$ cat src/rtl/lacs_params.svh
/*
  Constants for the load adaptive current and stall block: register offsets,
  field positions, reset values and timing counts.
  Assumes a Wishbone slave with 32-bit data and word-aligned registers.
*/
`ifndef LACS_PARAMS_SVH
`define LACS_PARAMS_SVH

// ----------------------------------------
// Register byte offsets
// ----------------------------------------
`define LACS_ADDR_STALL 8'h00
`define LACS_ADDR_ADAPT 8'h04
`define LACS_ADDR_VTHR 8'h08
`define LACS_ADDR_CTRL 8'h0C
`define LACS_ADDR_STATUS 8'h10
`define LACS_ADDR_IRQST 8'h14
`define LACS_ADDR_IRQMSK 8'h18

// ----------------------------------------
// Field positions of the adaptation register
// ----------------------------------------
`define LACS_F_LOWER_LSB 0
`define LACS_F_SPAN_LSB 4
`define LACS_F_STEPUP_LSB 8
`define LACS_F_DECR_LSB 12
`define LACS_F_FLOOR_BIT 16

// ----------------------------------------
// Reset values, scaling and timing
// ----------------------------------------
`define LACS_RUN_SCALE_RST 5'h1F
`define LACS_SCALE_SHIFT 5
`define LACS_PULSE_NS 1000
`define LACS_CLK_MHZ 100

`endif

$ cat src/rtl/lacs_pkg.sv
/*
  Types for the load adaptive current and stall block.
  Assumes the params header is included by each design file.
*/
package lacs_pkg;
  typedef logic [9:0] lacs_load_t;
  typedef logic [4:0] lacs_scale_t;
  typedef logic [19:0] lacs_interval_t;
  typedef enum logic [1:0] {
    LACS_IDLE,
    LACS_EVAL,
    LACS_APPLY
  } lacs_state_t;
endpackage

$ cat src/rtl/lacs_if.sv
/*
  Interface carrying settings from the register file to the adaptive core.
  Assumes both ends run on the same clock.
*/
`timescale 1ns/1ps
`default_nettype none
interface lacs_if;
  import lacs_pkg::*;
  logic [3:0] lower_load_threshold;
  logic [3:0] upper_threshold_span;
  logic [1:0] current_step_up;
  logic [1:0] decrement_rate;
  logic floor_quarter;
  lacs_scale_t run_current_scale;
  logic adapt_enable;
  logic sample;
  lacs_load_t load_measure_value;
  lacs_scale_t actual_current_scale;
  modport ctrl (
    output lower_load_threshold, upper_threshold_span, current_step_up,
    output decrement_rate, floor_quarter, run_current_scale, adapt_enable,
    output sample, load_measure_value,
    input actual_current_scale
  );
  modport core (
    input lower_load_threshold, upper_threshold_span, current_step_up,
    input decrement_rate, floor_quarter, run_current_scale, adapt_enable,
    input sample, load_measure_value,
    output actual_current_scale
  );
endinterface
`default_nettype wire

$ cat src/rtl/lacs_adapt.sv
/*
  Adaptive current scale regulator.
  Assumes one sample strobe per full step with a stable load value.
*/
`include "lacs_params.svh"
`timescale 1ns/1ps
`default_nettype none
module lacs_adapt (
  input wire logic clk_in,
  input wire logic rst_in,
  lacs_if.core cfg
);
  import lacs_pkg::*;

  // ----------------------------------------
  // Thresholds
  // ----------------------------------------
  logic [10:0] lower_thr;
  logic [10:0] upper_thr;
  logic [5:0] floor_scale;
  logic [5:0] run_plus;
  logic [5:0] dec_target;
  logic [3:0] step_w;
  logic [5:0] inc_sum;
  logic [4:0] dec_count_reg;
  logic [4:0] dec_limit;
  lacs_scale_t scale_reg;

  assign lower_thr = {7'h00, cfg.lower_load_threshold} << `LACS_SCALE_SHIFT;
  assign upper_thr = ({7'h00, cfg.lower_load_threshold} + {7'h00, cfg.upper_threshold_span}
    + 11'h001) << `LACS_SCALE_SHIFT;
  // Scale code n is (n+1)/32, so the floor fraction works on n+1
  assign run_plus = {1'b0, cfg.run_current_scale} + 6'h01;
  assign floor_scale = (cfg.floor_quarter ? (run_plus >> 2) : (run_plus >> 1)) - 6'h01;
  assign step_w = 4'h1 << cfg.current_step_up;
  assign inc_sum = {1'b0, scale_reg} + {2'h0, step_w};
  assign dec_target = {1'b0, scale_reg} - 6'h01;
  always_comb begin
    case (cfg.decrement_rate)
      2'h0: dec_limit = 5'h1F;
      2'h1: dec_limit = 5'h07;
      2'h2: dec_limit = 5'h01;
      default: dec_limit = 5'h00;
    endcase
  end

  // ----------------------------------------
  // Scale regulation
  // ----------------------------------------
  always_ff @(posedge clk_in) begin
    if (rst_in) begin
      scale_reg <= `LACS_RUN_SCALE_RST;
      dec_count_reg <= 5'h00;
    end else if (!cfg.adapt_enable || cfg.lower_load_threshold == 4'h0) begin
      scale_reg <= cfg.run_current_scale;
      dec_count_reg <= 5'h00;
    end else if (scale_reg > cfg.run_current_scale) begin
      scale_reg <= cfg.run_current_scale;
    end else if (cfg.sample) begin
      if ({1'b0, cfg.load_measure_value} < lower_thr) begin
        dec_count_reg <= 5'h00;
        scale_reg <= (inc_sum > run_plus - 6'h01) ? cfg.run_current_scale : inc_sum[4:0];
      end else if ({1'b0, cfg.load_measure_value} >= upper_thr) begin
        if (dec_count_reg >= dec_limit) begin
          dec_count_reg <= 5'h00;
          // Floor wins over run scale only when run is tiny; never go below it
          if (scale_reg != 5'h00 && dec_target >= floor_scale && dec_target[5] == 1'b0) begin
            scale_reg <= dec_target[4:0];
          end
        end else begin
          dec_count_reg <= dec_count_reg + 5'h01;
        end
      end
    end
  end

  assign cfg.actual_current_scale = scale_reg;
endmodule
`default_nettype wire

$ cat src/rtl/lacs_top.sv
/*
  Load adaptive current and stall detection block with a Wishbone slave.
  Assumes the load measurement, full step strobe, step interval and chopper
  mode come from logic on the same clock; the strobe is one cycle wide.
*/
`include "lacs_params.svh"
`timescale 1ns/1ps
`default_nettype none
module lacs_top #(
  parameter int PULSE_CYCLES = (`LACS_PULSE_NS * `LACS_CLK_MHZ) / 1000
) (
  input wire logic clk_in,
  input wire logic rst_in,
  input wire logic wb_cyc_in,
  input wire logic wb_stb_in,
  input wire logic wb_we_in,
  input wire logic [7:0] wb_adr_in,
  input wire logic [3:0] wb_sel_in,
  input wire logic [31:0] wb_dat_in,
  output logic [31:0] wb_dat_out,
  output logic wb_ack_out,
  input wire logic fullstep_in,
  input wire lacs_pkg::lacs_load_t load_measure_value_in,
  input wire lacs_pkg::lacs_interval_t step_interval_measure_in,
  input wire logic quiet_chopper_in,
  input wire logic step_dir_mode_in,
  output logic diagnostic_output_out,
  output lacs_pkg::lacs_scale_t actual_current_scale_out,
  output logic irq_out
);
  import lacs_pkg::*;

  // ----------------------------------------
  // Registers
  // ----------------------------------------
  logic [7:0] stall_threshold_reg;
  logic [16:0] adapt_reg;
  lacs_interval_t vthr_reg;
  lacs_scale_t run_scale_reg;
  logic [1:0] irq_status_reg;
  logic [1:0] irq_mask_reg;
  lacs_load_t load_reg;
  logic sample_reg;
  logic [15:0] pulse_cnt_reg;
  logic velocity_ok;
  logic stall_hit;
  logic bus_req;
  logic [31:0] rd_next;
  logic [1:0] irq_event;
  lacs_scale_t scale_prev_reg;
  lacs_if cfg_bus();

  assign bus_req = wb_cyc_in && wb_stb_in && !wb_ack_out;
  assign velocity_ok = vthr_reg >= step_interval_measure_in;

  // ----------------------------------------
  // Load sampling, once per full step
  // ----------------------------------------
  always_ff @(posedge clk_in) begin
    if (rst_in) begin
      load_reg <= 10'h000;
      sample_reg <= 1'b0;
    end else begin
      sample_reg <= fullstep_in;
      if (fullstep_in) begin
        load_reg <= load_measure_value_in;
      end
    end
  end

  // ----------------------------------------
  // Stall detection
  // ----------------------------------------
  assign stall_hit = sample_reg && quiet_chopper_in && velocity_ok
    && ({1'b0, load_reg} < {2'h0, stall_threshold_reg, 1'b0});

  always_ff @(posedge clk_in) begin
    if (rst_in) begin
      pulse_cnt_reg <= 16'h0000;
      diagnostic_output_out <= 1'b0;
    end else if (stall_hit) begin
      // Fixed pulse width so a slow controller still catches a single event
      pulse_cnt_reg <= 16'(PULSE_CYCLES - 1);
      diagnostic_output_out <= 1'b1;
    end else if (pulse_cnt_reg != 16'h0000) begin
      pulse_cnt_reg <= pulse_cnt_reg - 16'h0001;
    end else begin
      diagnostic_output_out <= 1'b0;
    end
  end

  // ----------------------------------------
  // Adaptive core
  // ----------------------------------------
  assign cfg_bus.lower_load_threshold = adapt_reg[`LACS_F_LOWER_LSB +: 4];
  assign cfg_bus.upper_threshold_span = adapt_reg[`LACS_F_SPAN_LSB +: 4];
  assign cfg_bus.current_step_up = adapt_reg[`LACS_F_STEPUP_LSB +: 2];
  assign cfg_bus.decrement_rate = adapt_reg[`LACS_F_DECR_LSB +: 2];
  assign cfg_bus.floor_quarter = adapt_reg[`LACS_F_FLOOR_BIT];
  assign cfg_bus.run_current_scale = run_scale_reg;
  assign cfg_bus.adapt_enable = velocity_ok && !step_dir_mode_in;
  assign cfg_bus.sample = sample_reg;
  assign cfg_bus.load_measure_value = load_reg;

  lacs_adapt u_adapt (
    .clk_in(clk_in),
    .rst_in(rst_in),
    .cfg(cfg_bus)
  );

  always_ff @(posedge clk_in) begin
    if (rst_in) begin
      actual_current_scale_out <= `LACS_RUN_SCALE_RST;
      scale_prev_reg <= `LACS_RUN_SCALE_RST;
    end else begin
      actual_current_scale_out <= cfg_bus.actual_current_scale;
      scale_prev_reg <= cfg_bus.actual_current_scale;
    end
  end

  // ----------------------------------------
  // Interrupts: bit 0 stall, bit 1 scale change
  // ----------------------------------------
  assign irq_event = {scale_prev_reg != cfg_bus.actual_current_scale, stall_hit};

  always_ff @(posedge clk_in) begin
    if (rst_in) begin
      irq_status_reg <= 2'h0;
    end else if (bus_req && !wb_we_in && wb_adr_in == `LACS_ADDR_IRQST) begin
      // Event in the clearing cycle is kept
      irq_status_reg <= irq_event;
    end else begin
      irq_status_reg <= irq_status_reg | irq_event;
    end
  end

  always_ff @(posedge clk_in) begin
    if (rst_in) begin
      irq_out <= 1'b0;
    end else begin
      irq_out <= |(irq_status_reg & irq_mask_reg);
    end
  end

  // ----------------------------------------
  // Wishbone register writes
  // ----------------------------------------
  always_ff @(posedge clk_in) begin
    if (rst_in) begin
      stall_threshold_reg <= 8'h00;
      adapt_reg <= 17'h00000;
      vthr_reg <= 20'h00000;
      run_scale_reg <= `LACS_RUN_SCALE_RST;
      irq_mask_reg <= 2'h0;
    end else if (bus_req && wb_we_in) begin
      case (wb_adr_in)
        `LACS_ADDR_STALL: begin
          if (wb_sel_in[0]) stall_threshold_reg <= wb_dat_in[7:0];
        end
        `LACS_ADDR_ADAPT: begin
          if (wb_sel_in[0]) adapt_reg[7:0] <= wb_dat_in[7:0];
          if (wb_sel_in[1]) adapt_reg[15:8] <= wb_dat_in[15:8];
          if (wb_sel_in[2]) adapt_reg[16] <= wb_dat_in[16];
        end
        `LACS_ADDR_VTHR: begin
          if (wb_sel_in[0]) vthr_reg[7:0] <= wb_dat_in[7:0];
          if (wb_sel_in[1]) vthr_reg[15:8] <= wb_dat_in[15:8];
          if (wb_sel_in[2]) vthr_reg[19:16] <= wb_dat_in[19:16];
        end
        `LACS_ADDR_CTRL: begin
          if (wb_sel_in[0]) run_scale_reg <= wb_dat_in[4:0];
        end
        `LACS_ADDR_IRQMSK: begin
          if (wb_sel_in[0]) irq_mask_reg <= wb_dat_in[1:0];
        end
        default: begin
        end
      endcase
    end
  end

  // ----------------------------------------
  // Wishbone reads and acknowledge
  // ----------------------------------------
  always_comb begin
    case (wb_adr_in)
      `LACS_ADDR_STALL: rd_next = {24'h000000, stall_threshold_reg};
      `LACS_ADDR_ADAPT: rd_next = {15'h0000, adapt_reg};
      `LACS_ADDR_VTHR: rd_next = {12'h000, vthr_reg};
      `LACS_ADDR_CTRL: rd_next = {27'h0000000, run_scale_reg};
      `LACS_ADDR_STATUS: rd_next = {6'h00, load_reg, 11'h000, cfg_bus.actual_current_scale};
      `LACS_ADDR_IRQST: rd_next = {30'h00000000, irq_status_reg};
      `LACS_ADDR_IRQMSK: rd_next = {30'h00000000, irq_mask_reg};
      default: rd_next = 32'h00000000;
    endcase
  end

  always_ff @(posedge clk_in) begin
    if (rst_in) begin
      wb_ack_out <= 1'b0;
      wb_dat_out <= 32'h00000000;
    end else begin
      wb_ack_out <= bus_req;
      if (bus_req && !wb_we_in) begin
        wb_dat_out <= rd_next;
      end
    end
  end
endmodule
`default_nettype wire

$ cat config.mk
export PLATFORM = sky130hd
export DESIGN_NAME = lacs_top
export DESIGN_NICKNAME = d
export VERILOG_FILES = /design/src/rtl/lacs_pkg.sv /design/src/rtl/lacs_if.sv /design/src/rtl/lacs_adapt.sv /design/src/rtl/lacs_top.sv
export VERILOG_INCLUDE_DIRS = /design/src /design/src/rtl
export SDC_FILE = /design/constraint.sdc
export NUM_CORES = 1
export LEC_CHECK = 0
export BUFFER_PORTS_ARGS = -buffer_cell sky130_fd_sc_hd__buf_2
export CAP_MARGIN = 0
export CORE_ASPECT_RATIO = 0.8
export CORE_MARGIN = 2
export CORE_UTILIZATION = 45
export DETAILED_ROUTE_END_ITERATION = 16
export HOLD_SLACK_MARGIN = 0.15
export PLACE_DENSITY_LB_ADDON = 0.15
export SETUP_SLACK_MARGIN = 0.1
export SLEW_MARGIN = 5
export SYNTH_ARGS = -nofsm -noshare
export SYNTH_HDL_FRONTEND = slang
export SYNTH_SLANG_ARGS = --single-unit
export TNS_END_PERCENT = 1
$ cat constraint.sdc
create_clock -name clk_in -period 3.5 [get_ports clk_in]
set_clock_uncertainty 0.15 [all_clocks]
set_input_delay 0.175 -clock clk_in [delete_from_list [all_inputs] [get_ports clk_in]]
set_output_delay 0.175 -clock clk_in [all_outputs]
set_load 0.005 [all_outputs]
Word level (Yosys, flattened, before mapping)

Cells that the tools add are included.

Add/sub/neg operators: 9
$mul: 0
Div/mod/pow operators: 0
Order comparisons: 8
Equal/unequal tests: 10
Shift-type cells: 1
Muxes and demuxes: 19
Bitwise logic cells: 4
Reductions and logical operators: 41

Operators with widths:

| operator                                                             | count |
|---|---|
| 26-bit one-hot mux with 7 select lines                               | 1 |
| 5-bit 2-to-1 mux                                                     | 12 |
| 3-bit AND reduction                                                  | 10 |
| 8-bit by 5-bit == test with 1-bit output, second input constant      | 3 |
| 20-bit >= comparator                                                 | 1 |
| 10-bit by 9-bit less-than comparator with 1-bit output               | 2 |
| 8-bit by 4-bit == test with 1-bit output, second input constant      | 2 |
| 16-bit nonzero test                                                  | 1 |
| 16-bit by 1-bit subtractor with 16-bit output, second input constant | 1 |
| 5-bit one-hot mux with 3 select lines                                | 1 |
| 7-bit 2-to-1 mux                                                     | 2 |
| 4-bit nonzero test                                                   | 3 |
| 6-bit by 1-bit subtractor with 6-bit output, second input constant   | 2 |
| 10-bit by 11-bit >= comparator with 1-bit output                     | 1 |
| 1-bit logical AND                                                    | 11 |
| 8-bit by 3-bit == test with 1-bit output, second input constant      | 1 |
| 8-bit zero test                                                      | 1 |
| 5-bit by 1-bit adder with 6-bit output, second input constant        | 1 |
| 5-bit by 4-bit adder with 6-bit output                               | 1 |
| 6-bit by 1-bit adder with 6-bit output, second input constant        | 1 |
| 6-bit >= comparator                                                  | 1 |
| 6-bit greater-than comparator                                        | 1 |
| 2-bit OR reduction                                                   | 3 |
| 5-bit by 1-bit subtractor with 6-bit output, second input constant   | 1 |
| 22 further kinds                                                     | 28 |

Register bits after elaboration: 131
Bits in latches: 0
RAM bits: 0
ROM bits: 0
Bits of input ports: 82
Output and inout bits: 40
Logic and storage cells: 113
Memories kept: 0

Depth between registers and ports, before layout

Word-level depth: 13
Depth in mapped cells: 14
Gate-level depth less buffers: 13

Hierarchy

From an unflattened synthesis, not the netlist that was laid out.

Cells, all modules: 869
Area, all modules: 7781.2 um^2

By module, submodules not included:

| module     | instances | cells each | area an instance (um^2) | sequential area each (um^2) |
|---|---|---|---|---|
| lacs_top   | 1         | 614        | 5740.5                  | 2302.2 |
| lacs_adapt | 1         | 255        | 2040.7                  | 200.2 |

Worst setup path before layout

OpenSTA, ideal clock, no wires.

Path type: register to register
From: register adapt_reg[0]
To: register u_adapt.scale_reg[2] (netlist: u_adapt.cfg.actual_current_scale[2])
Setup time: 0.122 ns
Data arrival time: 3.095 ns
Data required time: 3.228 ns
Path slack: 0.133 ns
Cell stages (with the launch flop): 13
Buffers on the path: 0
Cells stage by stage: dfxtp_1 ha_1 fa_1 xor2_1 nand3_1 xnor2_1 ha_1 a2111oi_0 a21oi_1 o32a_1 o2111ai_1 nand2_1 a311o_1

Word-level cells in the longest chain between the ends: 5

Ends and longest elaborated chain:

| item                                                                                                                    | RTL line                           | RTL |
|---|---|---|
| start, declared                                                                                                         | lacs_top.sv:37                     | `logic [16:0] adapt_reg;` |
| start signal, assigned                                                                                                  | lacs_top.sv:161                    | `if (wb_sel_in[0]) adapt_reg[7:0] <= wb_dat_in[7:0];` |
| 4-bit by 4-bit adder with 5-bit output / 10-bit by 9-bit less-than comparator with 1-bit output (equally long branches) | lacs_adapt.sv:30, lacs_adapt.sv:60 |  |
| 6-bit by 1-bit adder with 6-bit output / 5-bit 2-to-1 mux (equally long branches)                                       | lacs_adapt.sv:31, lacs_adapt.sv:60 |  |
| 10-bit by 11-bit >= comparator with 1-bit output / 5-bit 2-to-1 mux (equally long branches)                             | lacs_adapt.sv:63, lacs_adapt.sv:59 |  |
| 4-bit nonzero test (no line) / 5-bit 2-to-1 mux (equally long branches)                                                 | n/a                                |  |
| 4-bit AND reduction (no line) / 5-bit 2-to-1 mux (equally long branches)                                                | n/a                                |  |
| end signal, assigned                                                                                                    | lacs_adapt.sv:58                   | `scale_reg <= cfg.run_current_scale;` |
| end signal, assigned                                                                                                    | lacs_adapt.sv:62                   | `scale_reg <= (inc_sum > run_plus - 6'h01) ? cfg.run_current_scale : inc_sum[4:0];` |
| end signal, assigned                                                                                                    | lacs_adapt.sv:68                   | `scale_reg <= dec_target[4:0];` |
| end, declared                                                                                                           | lacs_adapt.sv:27                   | `lacs_scale_t scale_reg;` |

Several ways; a longest one is shown, not always the timed one. The select of a mux whose other input is x is not followed.
A chain may end at the register's enable or synchronous reset.

Worst setup path in the final report

From: register adapt_reg[4]
To: register u_adapt.scale_reg[2] (netlist: u_adapt.cfg.actual_current_scale[2])

Word-level cells in the longest chain between the ends: 5

Ends and longest elaborated chain:

| item                                             | RTL line         | RTL |
|---|---|---|
| 4-bit by 4-bit adder with 5-bit output           | lacs_adapt.sv:30 | `assign upper_thr = ({7'h00, cfg.lower_load_threshold} + {7'h00, cfg.upper_threshold_span}` |
| 6-bit by 1-bit adder with 6-bit output           | lacs_adapt.sv:31 | `` + 11'h001) << `LACS_SCALE_SHIFT; `` |
| 10-bit by 11-bit >= comparator with 1-bit output | lacs_adapt.sv:63 | `end else if ({1'b0, cfg.load_measure_value} >= upper_thr) begin` |
| 4-bit nonzero test (no line)                     | n/a              |  |
| 4-bit AND reduction (no line)                    | n/a              |  |

No other way between the ends.

==> out/qor.csv <==
stage,metric,value,unit
outcome,outcome,"finished, final reports clean",
timing,clock_period_minus_final_worst_setup_slack,3.42,ns
drt,antenna_violating_nets_post_route,0,
timing,worst_slack,0.0828,ns
drt,dr.pass1.iters,5,
yosys,synthesis.instances,862,
yosys,synth_largest_type_area_fraction,33.8,%
timing,timing.fmax,293,MHz
cells_and_area,sequential_cell_area,2510,um2
critical_path,required_arrival_time_at_the_worst_endpoint,3.65,ns
clock_tree,cts-root-to-sink-buffers,2,
global_route,global_route_wire_length_before_repair,32200,um
critical_path,critPathMaxFanout,5,
drt,post_detailed_route_drc_marker_count,0,
placed_design,place_worst_setup_slack,-0.0422,ns
clock_tree,clock_latency,0.42,ns
critical_path,worst-r2r-cell-count,13,
global_route,grt_antenna_before_repair,3,
placed_design,gpl.final_weighted_congestion,0.876,
yosys,ys_async_sr_fraction,0,%
power_and_ir_drop,power.static_leakage,4.31,nW
cells_and_area,finish.net_count,1178,
critical_path,cp_data_arrival_time,3.57,ns
drt,avgViaCountPerCell,5.32,
timing,grt_setup_unrepaired,true,
timing,fin_setup_tns,0,ns
power_and_ir_drop,irDropWorstVdd,0.363,mV
timing,min_period_over_period,97.6,%
timing,worst_slew_pin_slew,0.835,ns
yosys,synth-edff-count,0,
global_route,grt_resource_usage_total,23.5,%
yosys,seq_area_frac_synth,33.8,%
global_route,pin_count_of_the_biggest_net_entering_global_routing,63,
cells_and_area,postLayoutCoreUtil,59.7,%
critical_path,worstReg2RegEnd,u_adapt.cfg.actual_current_scale[2]$_SDFFE_PP1P_,
yosys,register_bit_count_reported_by_yosys,125,
placed_design,dp_hpwl,14700,um
critical_path,reg2reg_from,adapt_reg[4]$_SDFFE_PP0P_,
cells_and_area,final_layout_size_suffix_gt1_share,20.4,%
global_route,vias_in_the_first_global_route,6178,
clock_tree,clock-sinks,125,
floorplanning,io_pins,122,
timing,number_of_max_slew_violations_in_the_final_report,0,
drt,route.final.wire_length,20500,um
cells_and_area,multi_input_area,4630,um2
critical_path,crit_type,flip-flop to flip-flop,
cells_and_area,flow.area_growth_from_synthesis,28.5,%
run,maxCapViolations,0,
yosys,synth.area.top_cells,"sky130_fd_sc_hd__dfxtp_1 34%, sky130_fd_sc_hd__ha_1 12%, sky130_fd_sc_hd__mux2i_1 8.0%",
cells_and_area,largest_register_ffs,26,
timing,slew_headroom,44.1,%
yosys,netlist-cell-type-count,63,
floorplanning,floorplan.die_area,17500,um2
drt,detailroute.via_count,6658,
floorplanning,start_util,46.4,%
critical_path,critical_path.startpoint_type,flip-flop,
cells_and_area,fill_cells,1463,
yosys,synth_top_flop_cell,sky130_fd_sc_hd__dfxtp_1,
yosys,mappedNetlistArea,7410,um2
worst_hold_path,hp-class,input pin to flip-flop,
timing,finalHoldViolations,0,
critical_path,worstSetupEndpointType,flip-flop,
placed_design,portBuffers,102,
timing,finalSetupViolations,0,
critical_path,setup.reg_to_reg.worst_slack,0.08,ns
clock_tree,clock_tree_from_tritoncts,done,
floorplanning,die_h,119,um
drt,drt_iter0_markers,366,
clock_tree,root_buffer,sky130_fd_sc_hd__clkbuf_16,
critical_path,setup.worst_path.end,u_adapt.cfg.actual_current_scale[2]$_SDFFE_PP1P_,
global_route,grt.overflow.total,0,
clock_tree,cts.reportedPaths.clkPinSlew,0.06,ns
yosys,yosysWarningCount,0,
cells_and_area,commonest_cells_after_routing_fill_and_taps_aside,"119 x sky130_fd_sc_hd__dfxtp_1, 101 x sky130_fd_sc_hd__buf_2, 97 x sky130_fd_sc_hd__nor2_1",
power_and_ir_drop,power_density,457,nW/um2
floorplanning,fp.dieW,147,um
yosys,syn-mean-instance-area,8.59,um2
clock_tree,tritoncts.num_buffers,17,
floorplanning,row_count,41,
clock_tree,cts_htree_levels,4,
drt,post_drt_wl_per_cell,16.4,um
floorplanning,core_area,16000,um2
yosys,synth.largest_area_cell,sky130_fd_sc_hd__dfxtp_1,
critical_path,worst_setup_path_startpoint,adapt_reg[4]$_SDFFE_PP0P_,
cells_and_area,layout_commonest_cell,sky130_fd_sc_hd__dfxtp_1,
## layout make-up
| type | count | area share (%) |
|---|---|---|
| inverter | 55 | 2.17 |
| antenna | 2 | 0.0526 |
| sequential | 125 | 26.4 |
| clock buffer | 17 | 4.47 |
| tap | 215 | 2.83 |
| timing repair buffer | 185 | 13.2 |
| clock inverter | 14 | 2.20 |
| multi-input combinational | 638 | 48.7 |
## worst min-delay path by stage
stage	startpoint	end	slack [ns]	depth (start not counted)
global route	wb_sel_in[0]	adapt_reg[5]$_SDFFE_PP0P_	0.21	5
CTS	wb_sel_in[0]	adapt_reg[7]$_SDFFE_PP0P_	0.19	5
global placement	wb_dat_in[18]	vthr_reg[18]$_SDFFE_PP0P_	0.26	3
finish	wb_sel_in[0]	adapt_reg[5]$_SDFFE_PP0P_	0.19	5
detailed placement	load_measure_value_in[9]	cfg_bus.load_measure_value[9]$_SDFFE_PP0P_	0.27	3
floorplan	wb_dat_in[0]	cfg_bus.run_current_scale[0]$_SDFFE_PP1P_	0.15	2
## where the power goes
group	switching, mW	internal, mW	total (mW)
clock	0.712	1.21	1.92
sequential	0.0918	1.52	1.61
combinational	0.425	0.400	0.826
total	1.23	3.12	4.35
## metal layers
metal / share of wire [%] / track usage (%)
met3: 5.9 / 5.64
met5: 0.064 / 0
met2: 42 / 33.6
met4: 1.2 / 6.73
met1: 51 / 34.8
## worst max-delay path, cell delays in order (launching register included)
cell	delay, ns
sky130_fd_sc_hd__dfxtp_2	0.34
sky130_fd_sc_hd__ha_4	0.17
sky130_fd_sc_hd__fa_2	0.41
sky130_fd_sc_hd__xor2_2	0.20
sky130_fd_sc_hd__nand3_2	0.13
sky130_fd_sc_hd__xnor2_2	0.16
sky130_fd_sc_hd__ha_1	0.31
sky130_fd_sc_hd__o21a_1	0.13
sky130_fd_sc_hd__o21ai_0	0.07
sky130_fd_sc_hd__a21oi_1	0.18
sky130_fd_sc_hd__o32a_1	0.33
sky130_fd_sc_hd__o2111ai_4	0.17
sky130_fd_sc_hd__and3_1	0.23
sky130_fd_sc_hd__a311o_1	0.32
## stage by stage
step / std cells / cell area [um2] / total power, mW / hold WS [ns]
after detailed placement: 1167 / 8240 / 2.40 / 0.266
after floorplan: 867 / 7430 / 2.25 / 0.154
final: 1251 / 9520 / 4.35 / 0.194
after CTS: 1247 / 9380 / 4.36 / 0.186
after global placement: 1167 / 8240 / 2.39 / 0.261
after global routing: 1249 / 9510 / 4.55 / 0.211
## repair_timing
action | CTS | global route
hold endpoints to repair | 89 | 0
hold buffers | 49 | 0
setup buffers | 0 | 2
setup endpoints to repair | 9 | 10
resized for setup | 4 | 28
pin swaps | 4 | 14
## synthesized netlist by cell type, types with 4 or more instances
library cell / instances
sky130_fd_sc_hd__nand3_1: 33
sky130_fd_sc_hd__xor2_1: 12
sky130_fd_sc_hd__nor3b_1: 4
sky130_fd_sc_hd__xnor2_1: 25
sky130_fd_sc_hd__mux2_2: 4
sky130_fd_sc_hd__o22ai_1: 5
sky130_fd_sc_hd__a22oi_1: 23
sky130_fd_sc_hd__buf_4: 6
sky130_fd_sc_hd__and2_1: 8
sky130_fd_sc_hd__a21oi_1: 44
sky130_fd_sc_hd__and3_1: 6
sky130_fd_sc_hd__o21ai_0: 22
sky130_fd_sc_hd__a21o_1: 14
sky130_fd_sc_hd__nand2_1: 57
sky130_fd_sc_hd__inv_1: 55
sky130_fd_sc_hd__ha_1: 72
sky130_fd_sc_hd__a211o_1: 5
sky130_fd_sc_hd__nor2_1: 97
sky130_fd_sc_hd__o21a_1: 4
sky130_fd_sc_hd__nor2b_1: 12
sky130_fd_sc_hd__nor4_1: 7
sky130_fd_sc_hd__nand2b_1: 13
sky130_fd_sc_hd__a211oi_1: 7
sky130_fd_sc_hd__mux2i_1: 59
sky130_fd_sc_hd__or3_1: 4
sky130_fd_sc_hd__a221o_1: 4
sky130_fd_sc_hd__nor3_1: 27
sky130_fd_sc_hd__a22o_1: 12
sky130_fd_sc_hd__dfxtp_1: 125
sky130_fd_sc_hd__clkbuf_1: 36
## cell families (layout without fill, tap and decap cells)
group	count (synthesis)	after routing	synth area share [%]
simple gates	290	290	19.3
compound gates	168	168	15.5
flops	125	125	33.8
buf+inv	104	271	5.73
fa+ha+maj	74	74	12.7
mux	63	63	8.58
xor+xnor	37	37	4.37
other cells	1	8	0.0506
(Power assumes the default switching activity.)
